File: src/pkg/dsac_pkg.sv
// Constants and types for the delta-sigma converter control sequencer.
// Assumes a single 100 MHz system clock domain.
`default_nettype none

package dsac_pkg;

  // ------------------------------------------------------------------
  // Widths
  // ------------------------------------------------------------------
  localparam int unsigned DSAC_RES_W   = 24;
  localparam int unsigned DSAC_CKDIV_W = 5;
  localparam int unsigned DSAC_OSR_W   = 4;
  localparam int unsigned DSAC_CHOP_W  = 3;
  localparam int unsigned DSAC_CHSEL_W = 4;
  localparam int unsigned DSAC_DIVCNT_W = 6;
  localparam int unsigned DSAC_DECCNT_W = 16;
  localparam int unsigned DSAC_BUF_DEPTH = 2;

  // ------------------------------------------------------------------
  // Encodings and counts
  // ------------------------------------------------------------------
  // Divider code that passes the system clock undivided
  localparam logic [DSAC_CKDIV_W-1:0] DSAC_CKDIV_BYPASS = 5'h1f;
  // Channel-select code that routes the temperature sensor
  localparam logic [DSAC_CHSEL_W-1:0] DSAC_CH_TEMP = 4'hf;
  // Converter clocks per filter sample: divide by 30 or by 12
  localparam logic [DSAC_DIVCNT_W-1:0] DSAC_ADCK_DIV_SLOW = 6'h1e;
  localparam logic [DSAC_DIVCNT_W-1:0] DSAC_ADCK_DIV_FAST = 6'h0c;
  // Bit of the chop field that selects the fast sampling clock
  localparam int unsigned DSAC_CHOP_FAST_BIT = 1;
  // Base decimation length; shifted right by the rate code, capped at DSAC_OSR_MAX
  localparam logic [DSAC_DECCNT_W-1:0] DSAC_DEC_BASE = 16'h8000;
  localparam logic [DSAC_OSR_W-1:0] DSAC_OSR_MAX = 4'h8;
  // Full-scale limits in two's complement
  localparam logic [DSAC_RES_W-1:0] DSAC_RES_MAX = 24'h7fffff;
  localparam logic [DSAC_RES_W-1:0] DSAC_RES_MIN = 24'h800000;

  // Operating modes
  typedef enum logic [1:0] {
    DSAC_MODE_OFF,
    DSAC_MODE_SLEEP,
    DSAC_MODE_NORMAL,
    DSAC_MODE_RESET
  } dsac_mode_e;

  // Conversion sequence
  typedef enum logic [1:0] {
    DSAC_ST_IDLE,
    DSAC_ST_ARMED,
    DSAC_ST_CONV
  } dsac_state_e;

endpackage : dsac_pkg

`default_nettype wire

File: src/logic/dsac_ctrl.sv
// Control sequencer for a 24-bit delta-sigma converter.
// Assumes control bits and the result-ready handshake come from system-clock logic;
// the analog modulator bit is a pin and is synchronised here.
//
// How it works
// RQ1 - Software clears power-off and sleep before converting.
// RQ2 - A low-high-low pulse on filter reset starts a conversion.
// RQ3 - Powered, awake, filter reset low: normal mode, modulator and filter run.
// RQ4 - Powered, awake, filter reset high: modulator on, filter held reset.
// RQ5 - Sleep high: modulator, sensor, buffers off; filter and amplifier on.
// RQ6 - In normal and reset modes the temperature sensor follows channel selects.
// RQ7 - In normal and reset modes each reference buffer follows its enable.
// RQ8 - Completion flag sets at the end of every conversion; here it sets only when a buffered result reaches result_out.
// RQ9 - Interrupt request rises with the flag; interrupt needs both enables.
// RQ10 - Software sets both enables for interrupt-driven use.
// RQ11 - Software polls the flag before reading result bytes.
// RQ12 - Each new result overwrites the result bytes; here a two-entry buffer drops results that finish while full.
// RQ13 - Latch enable holds the latest result, later ones discarded.
// RQ14 - Software picks a divider for a converter clock near 4 MHz.
// RQ15 - Reference select picks internal or external reference pair.
// RQ16 - Software configures everything, releases power, then pulses reset.
// RQ17 - Software keeps stack room for the interrupt.
// RQ18 - Power-off switches all converter circuits off; bandgap and regulator stay on while regulator enable is set.
// RQ19 - Results are 24-bit two's complement, clamped to full scale.
// RQ20 - Software clears the completion flag itself.
// RQ21 - While latched, no interrupt and no flag change.
// RQ22 - Filter reset high aborts the conversion; none starts until low.
// RQ23 - Power-off overrides sleep and filter reset.
`default_nettype none

module dsac_ctrl
  import dsac_pkg::*;
(
  input  wire logic                    clk_in,
  input  wire logic                    rstn_in,
  input  wire logic                    converter_power_off_in,
  input  wire logic                    converter_sleep_sel_in,
  input  wire logic                    filter_reset_ctl_in,
  input  wire logic                    regulator_enable_in,
  input  wire logic                    converter_irq_enable_in,
  input  wire logic                    global_irq_enable_in,
  input  wire logic [DSAC_CKDIV_W-1:0] clock_divider_sel_in,
  input  wire logic                    reference_pair_sel_in,
  input  wire logic [DSAC_CHSEL_W-1:0] positive_channel_sel_in,
  input  wire logic [DSAC_CHSEL_W-1:0] negative_channel_sel_in,
  input  wire logic                    neg_ref_buffer_en_in,
  input  wire logic                    pos_ref_buffer_en_in,
  input  wire logic [DSAC_OSR_W-1:0]   oversample_rate_sel_in,
  input  wire logic [DSAC_CHOP_W-1:0]  clock_chop_sel_in,
  input  wire logic                    result_latch_enable_in,
  input  wire logic                    eoc_clear_in,
  input  wire logic                    irq_flag_clear_in,
  input  wire logic                    modulator_bit_in,
  input  wire logic                    result_ready_in,
  output logic                         modulator_on_out,
  output logic                         filter_run_out,
  output logic                         filter_reset_out,
  output logic                         amplifier_on_out,
  output logic                         temp_sensor_on_out,
  output logic                         neg_ref_buffer_on_out,
  output logic                         pos_ref_buffer_on_out,
  output logic                         bandgap_on_out,
  output logic                         regulator_on_out,
  output logic                         external_ref_sel_out,
  output logic                         converter_clock_en_out,
  output logic                         eoc_flag_out,
  output logic                         irq_request_out,
  output logic                         irq_out,
  output logic [DSAC_RES_W-1:0]        result_out,
  output logic                         result_valid_out,
  output logic                         buffer_ready_out
);

  // ------------------------------------------------------------------
  // Functions
  // ------------------------------------------------------------------
  // Operating mode from the three control bits, power-off first
  function automatic dsac_mode_e decode_mode(input logic off,
                                             input logic slp,
                                             input logic rst);
    if (off) begin
      decode_mode = DSAC_MODE_OFF;
    end else if (slp) begin
      decode_mode = DSAC_MODE_SLEEP;
    end else if (rst) begin
      decode_mode = DSAC_MODE_RESET;
    end else begin
      decode_mode = DSAC_MODE_NORMAL;
    end
  endfunction

  // Channel select routes the temperature sensor
  function automatic logic is_temp(input logic [DSAC_CHSEL_W-1:0] sel);
    is_temp = (sel == DSAC_CH_TEMP);
  endfunction

  // ------------------------------------------------------------------
  // Modulator bit synchroniser
  // ------------------------------------------------------------------
  logic mod_sync1;
  logic mod_sync2;

  // Two stages before any logic reads the pin
  always_ff @(posedge clk_in) begin
    if (!rstn_in) begin
      mod_sync1 <= 1'b0;
      mod_sync2 <= 1'b0;
    end else begin
      mod_sync1 <= modulator_bit_in;
      mod_sync2 <= mod_sync1;
    end
  end

  // ------------------------------------------------------------------
  // Mode decode and power outputs
  // ------------------------------------------------------------------
  dsac_mode_e mode;
  logic       powered;
  logic       awake;

  assign mode    = decode_mode(converter_power_off_in,   // RQ23
                               converter_sleep_sel_in,
                               filter_reset_ctl_in);
  assign powered = (mode != DSAC_MODE_OFF);               // RQ18
  assign awake   = (mode == DSAC_MODE_NORMAL) ||
                   (mode == DSAC_MODE_RESET);

  logic next_modulator_on;
  logic next_filter_run;
  logic next_filter_reset;
  logic next_amplifier_on;
  logic next_temp_on;
  logic next_nbuf_on;
  logic next_pbuf_on;
  logic next_bandgap_on;
  logic next_regulator_on;

  // Per-mode power switches
  always_comb begin
    next_modulator_on = awake;                            // RQ3 RQ4 RQ5
    next_filter_run   = (mode == DSAC_MODE_NORMAL) ||
                        (mode == DSAC_MODE_SLEEP);        // RQ3 RQ5
    next_filter_reset = (mode == DSAC_MODE_RESET);        // RQ4
    next_amplifier_on = powered;                          // RQ5 RQ18
    next_temp_on      = awake &&
                        (is_temp(positive_channel_sel_in) ||
                         is_temp(negative_channel_sel_in)); // RQ6
    next_nbuf_on      = awake && neg_ref_buffer_en_in;    // RQ7
    next_pbuf_on      = awake && pos_ref_buffer_en_in;    // RQ7
    next_regulator_on = regulator_enable_in;
    next_bandgap_on   = powered || regulator_enable_in;
  end

  always_ff @(posedge clk_in) begin
    if (!rstn_in) begin
      modulator_on_out      <= 1'b0;
      filter_run_out        <= 1'b0;
      filter_reset_out      <= 1'b0;
      amplifier_on_out      <= 1'b0;
      temp_sensor_on_out    <= 1'b0;
      neg_ref_buffer_on_out <= 1'b0;
      pos_ref_buffer_on_out <= 1'b0;
      bandgap_on_out        <= 1'b0;
      regulator_on_out      <= 1'b0;
      external_ref_sel_out  <= 1'b0;
    end else begin
      modulator_on_out      <= next_modulator_on;
      filter_run_out        <= next_filter_run;
      filter_reset_out      <= next_filter_reset;
      amplifier_on_out      <= next_amplifier_on;
      temp_sensor_on_out    <= next_temp_on;
      neg_ref_buffer_on_out <= next_nbuf_on;
      pos_ref_buffer_on_out <= next_pbuf_on;
      bandgap_on_out        <= next_bandgap_on;
      regulator_on_out      <= next_regulator_on;
      external_ref_sel_out  <= reference_pair_sel_in;     // RQ15
    end
  end

  // ------------------------------------------------------------------
  // Converter clock divider
  // ------------------------------------------------------------------
  logic [DSAC_CKDIV_W:0]    mclk_cnt;
  logic [DSAC_CKDIV_W:0]    next_mclk_cnt;
  logic                     mclk_tick;
  logic [DSAC_DIVCNT_W-1:0] adck_cnt;
  logic [DSAC_DIVCNT_W-1:0] next_adck_cnt;
  logic [DSAC_DIVCNT_W-1:0] adck_len;
  logic                     adck_tick;
  logic                     next_clock_en;

  // System clock halved, divided by code+1 (or passed), then to sample rate
  always_comb begin
    mclk_tick     = (clock_divider_sel_in == DSAC_CKDIV_BYPASS) ||
                    (mclk_cnt >= {clock_divider_sel_in, 1'b1});
    next_mclk_cnt = (mclk_tick || !powered) ? '0 :
                    mclk_cnt + 1'b1;
    adck_len      = clock_chop_sel_in[DSAC_CHOP_FAST_BIT] ?
                    DSAC_ADCK_DIV_FAST : DSAC_ADCK_DIV_SLOW;
    adck_tick     = mclk_tick && (adck_cnt >= adck_len - 1'b1);
    next_adck_cnt = adck_cnt;
    if (!powered) begin
      next_adck_cnt = '0;
    end else if (mclk_tick) begin
      next_adck_cnt = adck_tick ? '0 : adck_cnt + 1'b1;
    end
    next_clock_en = powered && mclk_tick;
  end

  always_ff @(posedge clk_in) begin
    if (!rstn_in) begin
      mclk_cnt               <= '0;
      adck_cnt               <= '0;
      converter_clock_en_out <= 1'b0;
    end else begin
      mclk_cnt               <= next_mclk_cnt;
      adck_cnt               <= next_adck_cnt;
      converter_clock_en_out <= next_clock_en;
    end
  end

  // ------------------------------------------------------------------
  // Conversion sequencer and decimator
  // ------------------------------------------------------------------
  dsac_state_e              state;
  dsac_state_e              next_state;
  logic [DSAC_DECCNT_W-1:0] dec_cnt;
  logic [DSAC_DECCNT_W-1:0] next_dec_cnt;
  logic [DSAC_DECCNT_W-1:0] dec_len;
  logic signed [DSAC_RES_W:0] acc;
  logic signed [DSAC_RES_W:0] next_acc;
  logic signed [DSAC_RES_W:0] acc_sum;
  logic [DSAC_RES_W-1:0]    conv_word;
  logic                     conv_done;

  // Start, abort and finish each conversion
  always_comb begin
    dec_len    = DSAC_DEC_BASE >>
                 ((oversample_rate_sel_in > DSAC_OSR_MAX) ?
                  DSAC_OSR_MAX : oversample_rate_sel_in);
    next_state = state;
    next_dec_cnt = dec_cnt;
    next_acc   = acc;
    conv_done  = 1'b0;
    // Running sum including this sample, so the last one counts too
    acc_sum    = mod_sync2 ? acc + (DSAC_RES_W+1)'(1) :
                 acc - (DSAC_RES_W+1)'(1);
    if (acc_sum > $signed({1'b0, DSAC_RES_MAX})) begin
      conv_word = DSAC_RES_MAX;                           // RQ19
    end else if (acc_sum < $signed({1'b1, DSAC_RES_MIN})) begin
      conv_word = DSAC_RES_MIN;                           // RQ19
    end else begin
      conv_word = acc_sum[DSAC_RES_W-1:0];
    end
    unique case (state)
      DSAC_ST_IDLE: begin
        if (mode == DSAC_MODE_RESET) begin
          next_state = DSAC_ST_ARMED;                     // RQ2
        end
      end
      DSAC_ST_ARMED: begin
        if (mode == DSAC_MODE_NORMAL) begin
          next_state   = DSAC_ST_CONV;                    // RQ2 RQ22
          next_dec_cnt = '0;
          next_acc     = '0;
        end else if (mode != DSAC_MODE_RESET) begin
          next_state = DSAC_ST_IDLE;
        end
      end
      DSAC_ST_CONV: begin
        if (mode == DSAC_MODE_RESET) begin
          next_state = DSAC_ST_ARMED;                     // RQ22
        end else if (mode != DSAC_MODE_NORMAL) begin
          next_state = DSAC_ST_IDLE;                      // RQ18
        end else if (adck_tick) begin
          next_acc = acc_sum;
          if (dec_cnt >= dec_len - 1'b1) begin
            conv_done    = 1'b1;                          // RQ8 RQ12
            next_dec_cnt = '0;
            next_acc     = '0;
          end else begin
            next_dec_cnt = dec_cnt + 1'b1;
          end
        end
      end
    endcase
  end

  always_ff @(posedge clk_in) begin
    if (!rstn_in) begin
      state   <= DSAC_ST_IDLE;
      dec_cnt <= '0;
      acc     <= '0;
    end else begin
      state   <= next_state;
      dec_cnt <= next_dec_cnt;
      acc     <= next_acc;
    end
  end

  // ------------------------------------------------------------------
  // Two-entry result buffer
  // ------------------------------------------------------------------
  logic [DSAC_RES_W-1:0] buf_mem [DSAC_BUF_DEPTH];
  logic                  wr_ptr;
  logic                  rd_ptr;
  logic [1:0]            buf_cnt;
  logic                  buf_push;
  logic                  buf_pop;

  assign buf_push = conv_done && !result_latch_enable_in &&
                    (buf_cnt != 2'(DSAC_BUF_DEPTH));      // RQ13 RQ21
  assign buf_pop  = (buf_cnt != 2'h0) && result_ready_in;

  // Store new results; pop into the output register
  always_ff @(posedge clk_in) begin
    if (!rstn_in) begin
      wr_ptr  <= 1'b0;
      rd_ptr  <= 1'b0;
      buf_cnt <= 2'h0;
    end else begin
      if (buf_push) begin
        buf_mem[wr_ptr] <= conv_word;
        wr_ptr          <= ~wr_ptr;
      end
      if (buf_pop) begin
        rd_ptr <= ~rd_ptr;
      end
      buf_cnt <= buf_cnt + 2'(buf_push) - 2'(buf_pop);
    end
  end

  // ------------------------------------------------------------------
  // Result register, completion flag and interrupt
  // ------------------------------------------------------------------
  logic                  next_eoc;
  logic                  next_irq_req;
  logic [DSAC_RES_W-1:0] next_result;

  // Set wins over a same-cycle clear
  always_comb begin
    next_result  = buf_pop ? buf_mem[rd_ptr] : result_out;  // RQ12
    next_eoc     = buf_pop || (eoc_flag_out && !eoc_clear_in); // RQ8
    next_irq_req = buf_pop ||
                   (irq_request_out && !irq_flag_clear_in); // RQ9
  end

  always_ff @(posedge clk_in) begin
    if (!rstn_in) begin
      result_out       <= '0;
      result_valid_out <= 1'b0;
      eoc_flag_out     <= 1'b0;
      irq_request_out  <= 1'b0;
      irq_out          <= 1'b0;
      buffer_ready_out <= 1'b1;
    end else begin
      result_out       <= next_result;
      result_valid_out <= buf_pop;
      eoc_flag_out     <= next_eoc;
      irq_request_out  <= next_irq_req;
      irq_out          <= next_irq_req && converter_irq_enable_in &&
                          global_irq_enable_in;           // RQ9
      buffer_ready_out <= (buf_cnt + 2'(buf_push) - 2'(buf_pop))
                          != 2'(DSAC_BUF_DEPTH);
    end
  end

endmodule : dsac_ctrl

`default_nettype wire

File: config.mk
export PLATFORM = sky130hd
export DESIGN_NAME = dsac_ctrl
export DESIGN_NICKNAME = d
export VERILOG_FILES = /design/src/pkg/dsac_pkg.sv /design/src/logic/dsac_ctrl.sv
export SDC_FILE = /design/constraint.sdc
export NUM_CORES = 1
export LEC_CHECK = 0
export BUFFER_PORTS_ARGS = -buffer_cell sky130_fd_sc_hd__buf_2
export CAP_MARGIN = 20
export CORE_MARGIN = 1.5
export CORE_UTILIZATION = 50
export DETAILED_ROUTE_END_ITERATION = 8
export HOLD_SLACK_MARGIN = 0.15
export MAX_ROUTING_LAYER = met4
export PLACE_DENSITY = 0.69
export SYNTH_ARGS = -nofsm -noshare
export SYNTH_HDL_FRONTEND = slang
export SYNTH_SLANG_ARGS = --single-unit
export TNS_END_PERCENT = 5
File: constraint.sdc
create_clock -name clk_in -period 12.1 [get_ports clk_in]
set_input_delay 2.42 -clock clk_in [delete_from_list [all_inputs] [get_ports clk_in]]
set_output_delay 2.42 -clock clk_in [all_outputs]
set_load 0.05 [all_outputs]
# --- Yosys cells after proc, flatten, opt, wreduce, memory -nomap -nowiden ---
# Memories as Yosys holds them, arrays and structs flattened. A register that Yosys moved wholly into a read port is not among the register bits.
# Cells that the tools add are included.
classes:
  addsub: 9
  mul: 0
  div: 0
  magnitude_cmp: 6
  n_eq_ne: 19
  n_shift: 1
  n_mux: 35
  n_bitwise: 3
  n_reduce_logical: 33
op_table:
  columns: ["op", "n"]
  rows:
  - ["$mux W25", 6]
  - ["$mux W16", 5]
  - ["$pmux W25 S2", 1]
  - ["$mux W24", 2]
  - ["$pmux W16 S2", 1]
  - ["$add A25 B2 Y25 const B", 1]
  - ["$gt A25 B24 Y1 const B", 1]
  - ["$lt A25 B24 Y1 const B", 1]
  - ["$sub A25 B2 Y25 const B", 1]
  - ["$ne A2 B2 Y1 const B", 9]
  - ["$add A16 B1 Y16 const B", 1]
  - ["$ge A16 B16 Y1", 1]
  - ["$shr A16 B4 Y16 const A", 1]
  - ["$sub A16 B1 Y16 const B", 1]
  - ["$mux W2", 7]
  - ["$add A6 B1 Y6 const B", 2]
  - ["$ge A6 B6 Y1", 2]
  - ["$logic_and A1 B1 Y1", 12]
  - ["$mux W1", 9]
  - ["$eq A4 B4 Y1 const B", 2]
  - ["$logic_or A1 B1 Y1", 8]
  - ["$eq A2 B2 Y1 const B", 3]
  - ["$mux W6", 1]
  - ["$ne A3 B3 Y1 const B", 2]
  - ["other kinds (17)", 26]
totals:
  register_bits: 77
  latch_bits: 0
  mem_bits_rw: 48
  mem_bits_ro: 0
  inputBits: 36
  output_inout_bits: 40
  elab_cells: 133
  n_memories: 1
mem_list:
  columns: ["memory", "depth", "word_bits", "read_ports", "rd_ports_with_merged_regs", "wr", "line", "rtl"]
  rows:
  - ["buf_mem", 2, 24, 1, 1, 1, "dsac_ctrl.sv:304", "logic [DSAC_RES_W-1:0] buf_mem [DSAC_BUF_DEPTH];"]

# --- Logic depth before layout (Yosys ltp) ---
logic_depth:
  word_depth: 15
  mapped_depth: 19
  mapped_depth_nobuf: 19

# --- Worst setup path before layout ---
# OpenSTA, ideal clock, no wires.
synth_path:
  kind: "input to register"
  startpoint: "input port oversample_rate_sel_in[1]"
  endpoint: "memory buf_mem[0][0] (enable)"
  t_arrival_ps: 5305
  slack_ps: 6390
  stages: 9
  path_buffers: 0
  cell_sequence: "or3_1 nand2b_1 ha_1 nand4_1 nor4_1 a221o_1 nor4bb_1 nand2_1 nor2_1"
synth_via:
  elab_chain_len: 15
synth_rtl:
  columns: ["item", "line", "rtl"]
  rows:
  - ["start: declaration", "dsac_ctrl.sv:48", "input wire logic [DSAC_OSR_W-1:0] oversample_rate_sel_in,"]
  - ["$gt A4 B4 Y1", "dsac_ctrl.sv:239", "((oversample_rate_sel_in > DSAC_OSR_MAX) ?"]
  - ["$mux W4 *", "dsac_ctrl.sv:239", null]
  - ["$shr A16 B4 Y16 *", "dsac_ctrl.sv:238", "dec_len = DSAC_DEC_BASE >>"]
  - ["$sub A16 B1 Y16 *", "dsac_ctrl.sv:277", "if (dec_cnt >= dec_len - 1'b1) begin"]
  - ["$ge A16 B16 Y1 *", "dsac_ctrl.sv:277", null]
  - ["$mux W1 *", "dsac_ctrl.sv:277", null]
  - ["$mux W1 *", "dsac_ctrl.sv:275", "end else if (adck_tick) begin"]
  - ["$mux W1 *", "dsac_ctrl.sv:273", "end else if (mode != DSAC_MODE_NORMAL) begin"]
  - ["$mux W1 *", "dsac_ctrl.sv:271", "if (mode == DSAC_MODE_RESET) begin"]
  - ["$mux W1 *", "dsac_ctrl.sv:255", "unique case (state)"]
  - ["$logic_and A1 B1 Y1 * (2 in a row)", "dsac_ctrl.sv:311", "assign buf_push = conv_done && !result_latch_enable_in &&"]
  - ["$mux W1 *", "dsac_ctrl.sv:322", "if (buf_push) begin"]
  - ["$mux W1 *", "dsac_ctrl.sv:317", "if (!rstn_in) begin"]
  - ["$mux W1 (not written as such) *", "dsac_ctrl.sv:323", "buf_mem[wr_ptr] <= conv_word;"]
  - ["end: declaration", "dsac_ctrl.sv:304", null]
# Every way passes the cells marked *; elsewhere a longest branch is shown, timed or not.

# --- Worst setup path after layout ---
layout_path:
  startpoint: "input port oversample_rate_sel_in[1]"
  endpoint: "register buffer_ready_out"
layout_via:
  elab_chain_len: 15
layout_rtl:
  columns: ["item", "line", "rtl"]
  rows:
  - ["$gt A4 B4 Y1", "dsac_ctrl.sv:239", null]
  - ["$mux W4 *", "dsac_ctrl.sv:239", null]
  - ["$shr A16 B4 Y16 *", "dsac_ctrl.sv:238", null]
  - ["$sub A16 B1 Y16 *", "dsac_ctrl.sv:277", null]
  - ["$ge A16 B16 Y1 *", "dsac_ctrl.sv:277", null]
  - ["$mux W1 *", "dsac_ctrl.sv:277", null]
  - ["$mux W1 *", "dsac_ctrl.sv:275", null]
  - ["$mux W1 *", "dsac_ctrl.sv:273", null]
  - ["$mux W1 *", "dsac_ctrl.sv:271", null]
  - ["$mux W1 *", "dsac_ctrl.sv:255", null]
  - ["$logic_and A1 B1 Y1 * (2 in a row)", "dsac_ctrl.sv:311", null]
  - ["$add A2 B1 Y2 *", "dsac_ctrl.sv:363", "buffer_ready_out <= (buf_cnt + 2'(buf_push) - 2'(buf_pop))"]
  - ["$sub A2 B1 Y2 *", "dsac_ctrl.sv:363", null]
  - ["$ne A2 B2 Y1 *", "dsac_ctrl.sv:364", "!= 2'(DSAC_BUF_DEPTH);"]
  - ["end signal: assignment", "dsac_ctrl.sv:363", null]
  - ["end: declaration", "dsac_ctrl.sv:71", "output logic buffer_ready_out"]
# Marks and branches as above.
# A chain may end at the register's enable or synchronous reset.

==> metrics.cfg <==
[status]
outcome = finished clean

[clock_tree]
cts_buffers = 17
root_buffer = clkbuf_16
htreeDepth = 4
postCtsSetupRepairBufs = 0
cts_resized = 0
cts.reportedPaths.clkPinSlew_ns = 0.06
cts_hold_buf = 0
clk_latency_ns = 0.42
clockBufferDepth = 2
cts.sinks = 149
cts_tree = yes

[critical_path]
crit_slowest_cell = nor4bb_1
cp_top_family = simple AND/OR/NAND/NOR gates
required_ns = 12.42
cpPeakStageDelay_ns = 0.51
regToRegStartpoint = mod_sync2
path_class = primary input to register
critical_path.max_fanout = 5
r2r_slack_ns = 8.11
arrival_ns = 5.77
cp_common_cell = ha_1
critPathBufInv = 3
crit_path_start_kind = primary input
worstSetupEndpointType = register
worstPathCellList = buf_2, or3_1, nand2b_1, ha_1, nand4_1, nor4_1, a221o_1, nor4bb_1, inv_1, ha_1, inv_1, ha_1, xnor2_1, xnor2_1, and2_1, nand2b_1
worstSetupStartpoint = oversample_rate_sel_in[1]

[timing]
setup_slack_ns = 6.64
rsz0062_at_grt = false
fin_crit_sh_pct = 45.1
drv_slew = 0
hold_violations = 0
finalSetupTns_ns = 0
period_minus_slack_ns = 5.46
relSlewSlack_pct = 39.6
setup-violations-final = 0
clock_skew_ns = 0.00672
max_freq_ghz = 0.183
tightest_slew_ns = 0.905

[layout]
final_core_util_pct = 59.6
n_antenna_cell = 0
multi_input_comb_area_um2 = 4220
synthToLayoutAreaGrowth_pct = 15.3
n_fill_cell = 1318
regArea_um2 = 3460
drive_gt1_share_pct = 17.7
fin_nets = 961

[route]
wl_per_cell_um = 14.3
dr.pass1.iters = 5
num_vias = 5856
ant_nets = 0
first_iter_violations = 315
drc = 0
routed_wl_um = 15500
via_per_inst = 5.39

[floorplan]
pin_count = 76
die_h_um = 129
dieArea_um2 = 16700
start_util_pct = 51.7
rows = 45
core_um2 = 15400
fp.dieW_um = 129

[yosys]
synthXorXnorAreaFrac_pct = 5.39
syn_inst = 791
synth-seq-cells = 149
synth_top_family_by_area = simple AND/OR/NAND/NOR gates
avgSynthCellArea_um2 = 10.0
yosysWarnings = 0
synth_edf_count = 48
synth_compound_area_share_pct = 14.6
yosys-top-cells-area = dfxtp_1 25%, edfxtp_1 18%, ha_1 9.6%, nand2_1 4.0%, mux2i_1 3.3%
synth-adder-area-share_pct = 13.1
synth_top_area_cell = dfxtp_1
synth_area_um2 = 7940
synthFlopType = dfxtp_1
async_flop_share_pct = 0
synth_seq_area_share_pct = 43.6
ys_types = 67
post_synth_and_or_nand_nor_area_fraction_pct = 16.3
synth_top_area_share_pct = 25.5
muxShareOfSynthArea_pct = 3.42

[power]
p_leak_nw = 4.04
finalPower_w = 0.00116
p_per_area_nw_per_um2 = 127
ir_drop_v = 0.0000994

[global_routing]
grtUsageMet3_pct = 3.72
grt_pass1_vias = 5686
grt_start_max_net_pins = 71
grt_overflow = 0
antenna_found_initial = 0
grt_pass1_wl_um = 26300
use_met2_pct = 32.7
grt_use_total_pct = 20.2
busiest_layer = met2
globalRouteMet1Util_pct = 25.0

[placement]
port_buffers = 73
pre_cts_slack_ns = 6.22
dpl.hpwl_um = 10700
gp_congestion = 0.888

[hold_path]
holdCritPathClass = register to register
hp-start = mod_sync1

[flow_run]
max-cap-violations = 0

kinds of logic (layout without fill, tap and decap cells):
| family | count (synthesis) | after routing |
|---|---|---|
| buffers and inverters | 68 | 149 |
| other | 2 | 6 |
| xor gates and xnor gates | 48 | 48 |
| and+or+nand+nor | 262 | 262 |
| muxes | 27 | 27 |
| AOI/OAI and AO/OA | 150 | 150 |
| adders and majority gates | 85 | 85 |
| DFF | 149 | 149 |
final timing paths:
check,cells after the start,end
worst max register to register,9,buf_mem[0][22]
worst min register to register,1,mod_sync2
worst min-delay path,1,mod_sync2
worst max-delay path,16,buffer_ready_out
through the flow:
step	area [µm²]	hold WS [ns]	std cells
finish	9160	0.444	1087
floorplan	7960	0.412	795
global placement	8510	0.422	1054
global route	9160	0.473	1087
detailed placement	8510	0.434	1054
CTS	9150	0.448	1086
registers in the layout (all words and copies together), names as in the netlist, 2 cells and up:
signal	cells
acc	25
dec_cnt	16
buf_cnt	2
buf_mem	48
mclk_cnt	6
adck_cnt	6
result_out	24
state	2
synth_stat cells, drive strengths merged, types with 12 or more instances:
master  instances
nand4          13
o21a           12
xor2           24
xnor2          24
nand2          84
ha             61
inv            34
and2           23
o21ai          17
clkbuf         26
nor2b          12
o211a          24
a21o           17
nand3          30
edfxtp         48
mux2i          26
a21oi          22
dfxtp         101
maj3           23
nor2           56
a21boi         21
where the power goes:
part	leakage, nW	total, W	internal, W	switching (W)
logic	2.57	0.0000705	0.0000275	0.0000429
clock network	0.313	0.000568	0.000353	0.000216
registers	1.15	0.000521	0.000519	0.00000164
total	4.04	0.00116	0.000899	0.000260
final cells by class:
class / instances / share of cell area [%]
clock buffer: 20 / 5.23
clock inverter: 12 / 1.76
inverter: 34 / 1.39
multi-input combinational: 578 / 46.1
sequential: 149 / 37.8
tap: 211 / 2.88
timing repair buffer: 83 / 4.81
per-layer routing:
metal / wire (µm) / vias up / part of all wire (%)
met2: 7310 / 104 / 47
met1: 7490 / 2777 / 48
met4: 264 / 0 / 1.7
met5: 0 / - / 0
li1: - / 2952 / -
met3: 483 / 23 / 3.1
cells in the final DEF, fill, tap and decap left out, drive strengths merged, types with 5 or more instances in the layout:
master    n
a21oi    22
mux2i    26
o21ai    17
a21boi   21
xnor2    24
o21a     12
nor2b    12
edfxtp   48
a31oi     8
inv      40
nand3    30
and3      8
conb      6
or3       6
and2     23
nand4    13
nand2b   10
o211a    24
nand2    84
buf      83
a211oi    5
dfxtp   101
a21o     17
nor3      7
ha       61
nor2     56
xor2     24
maj3     23
clkbuf   20
Note: power is estimated with default switching activity, not from simulation.
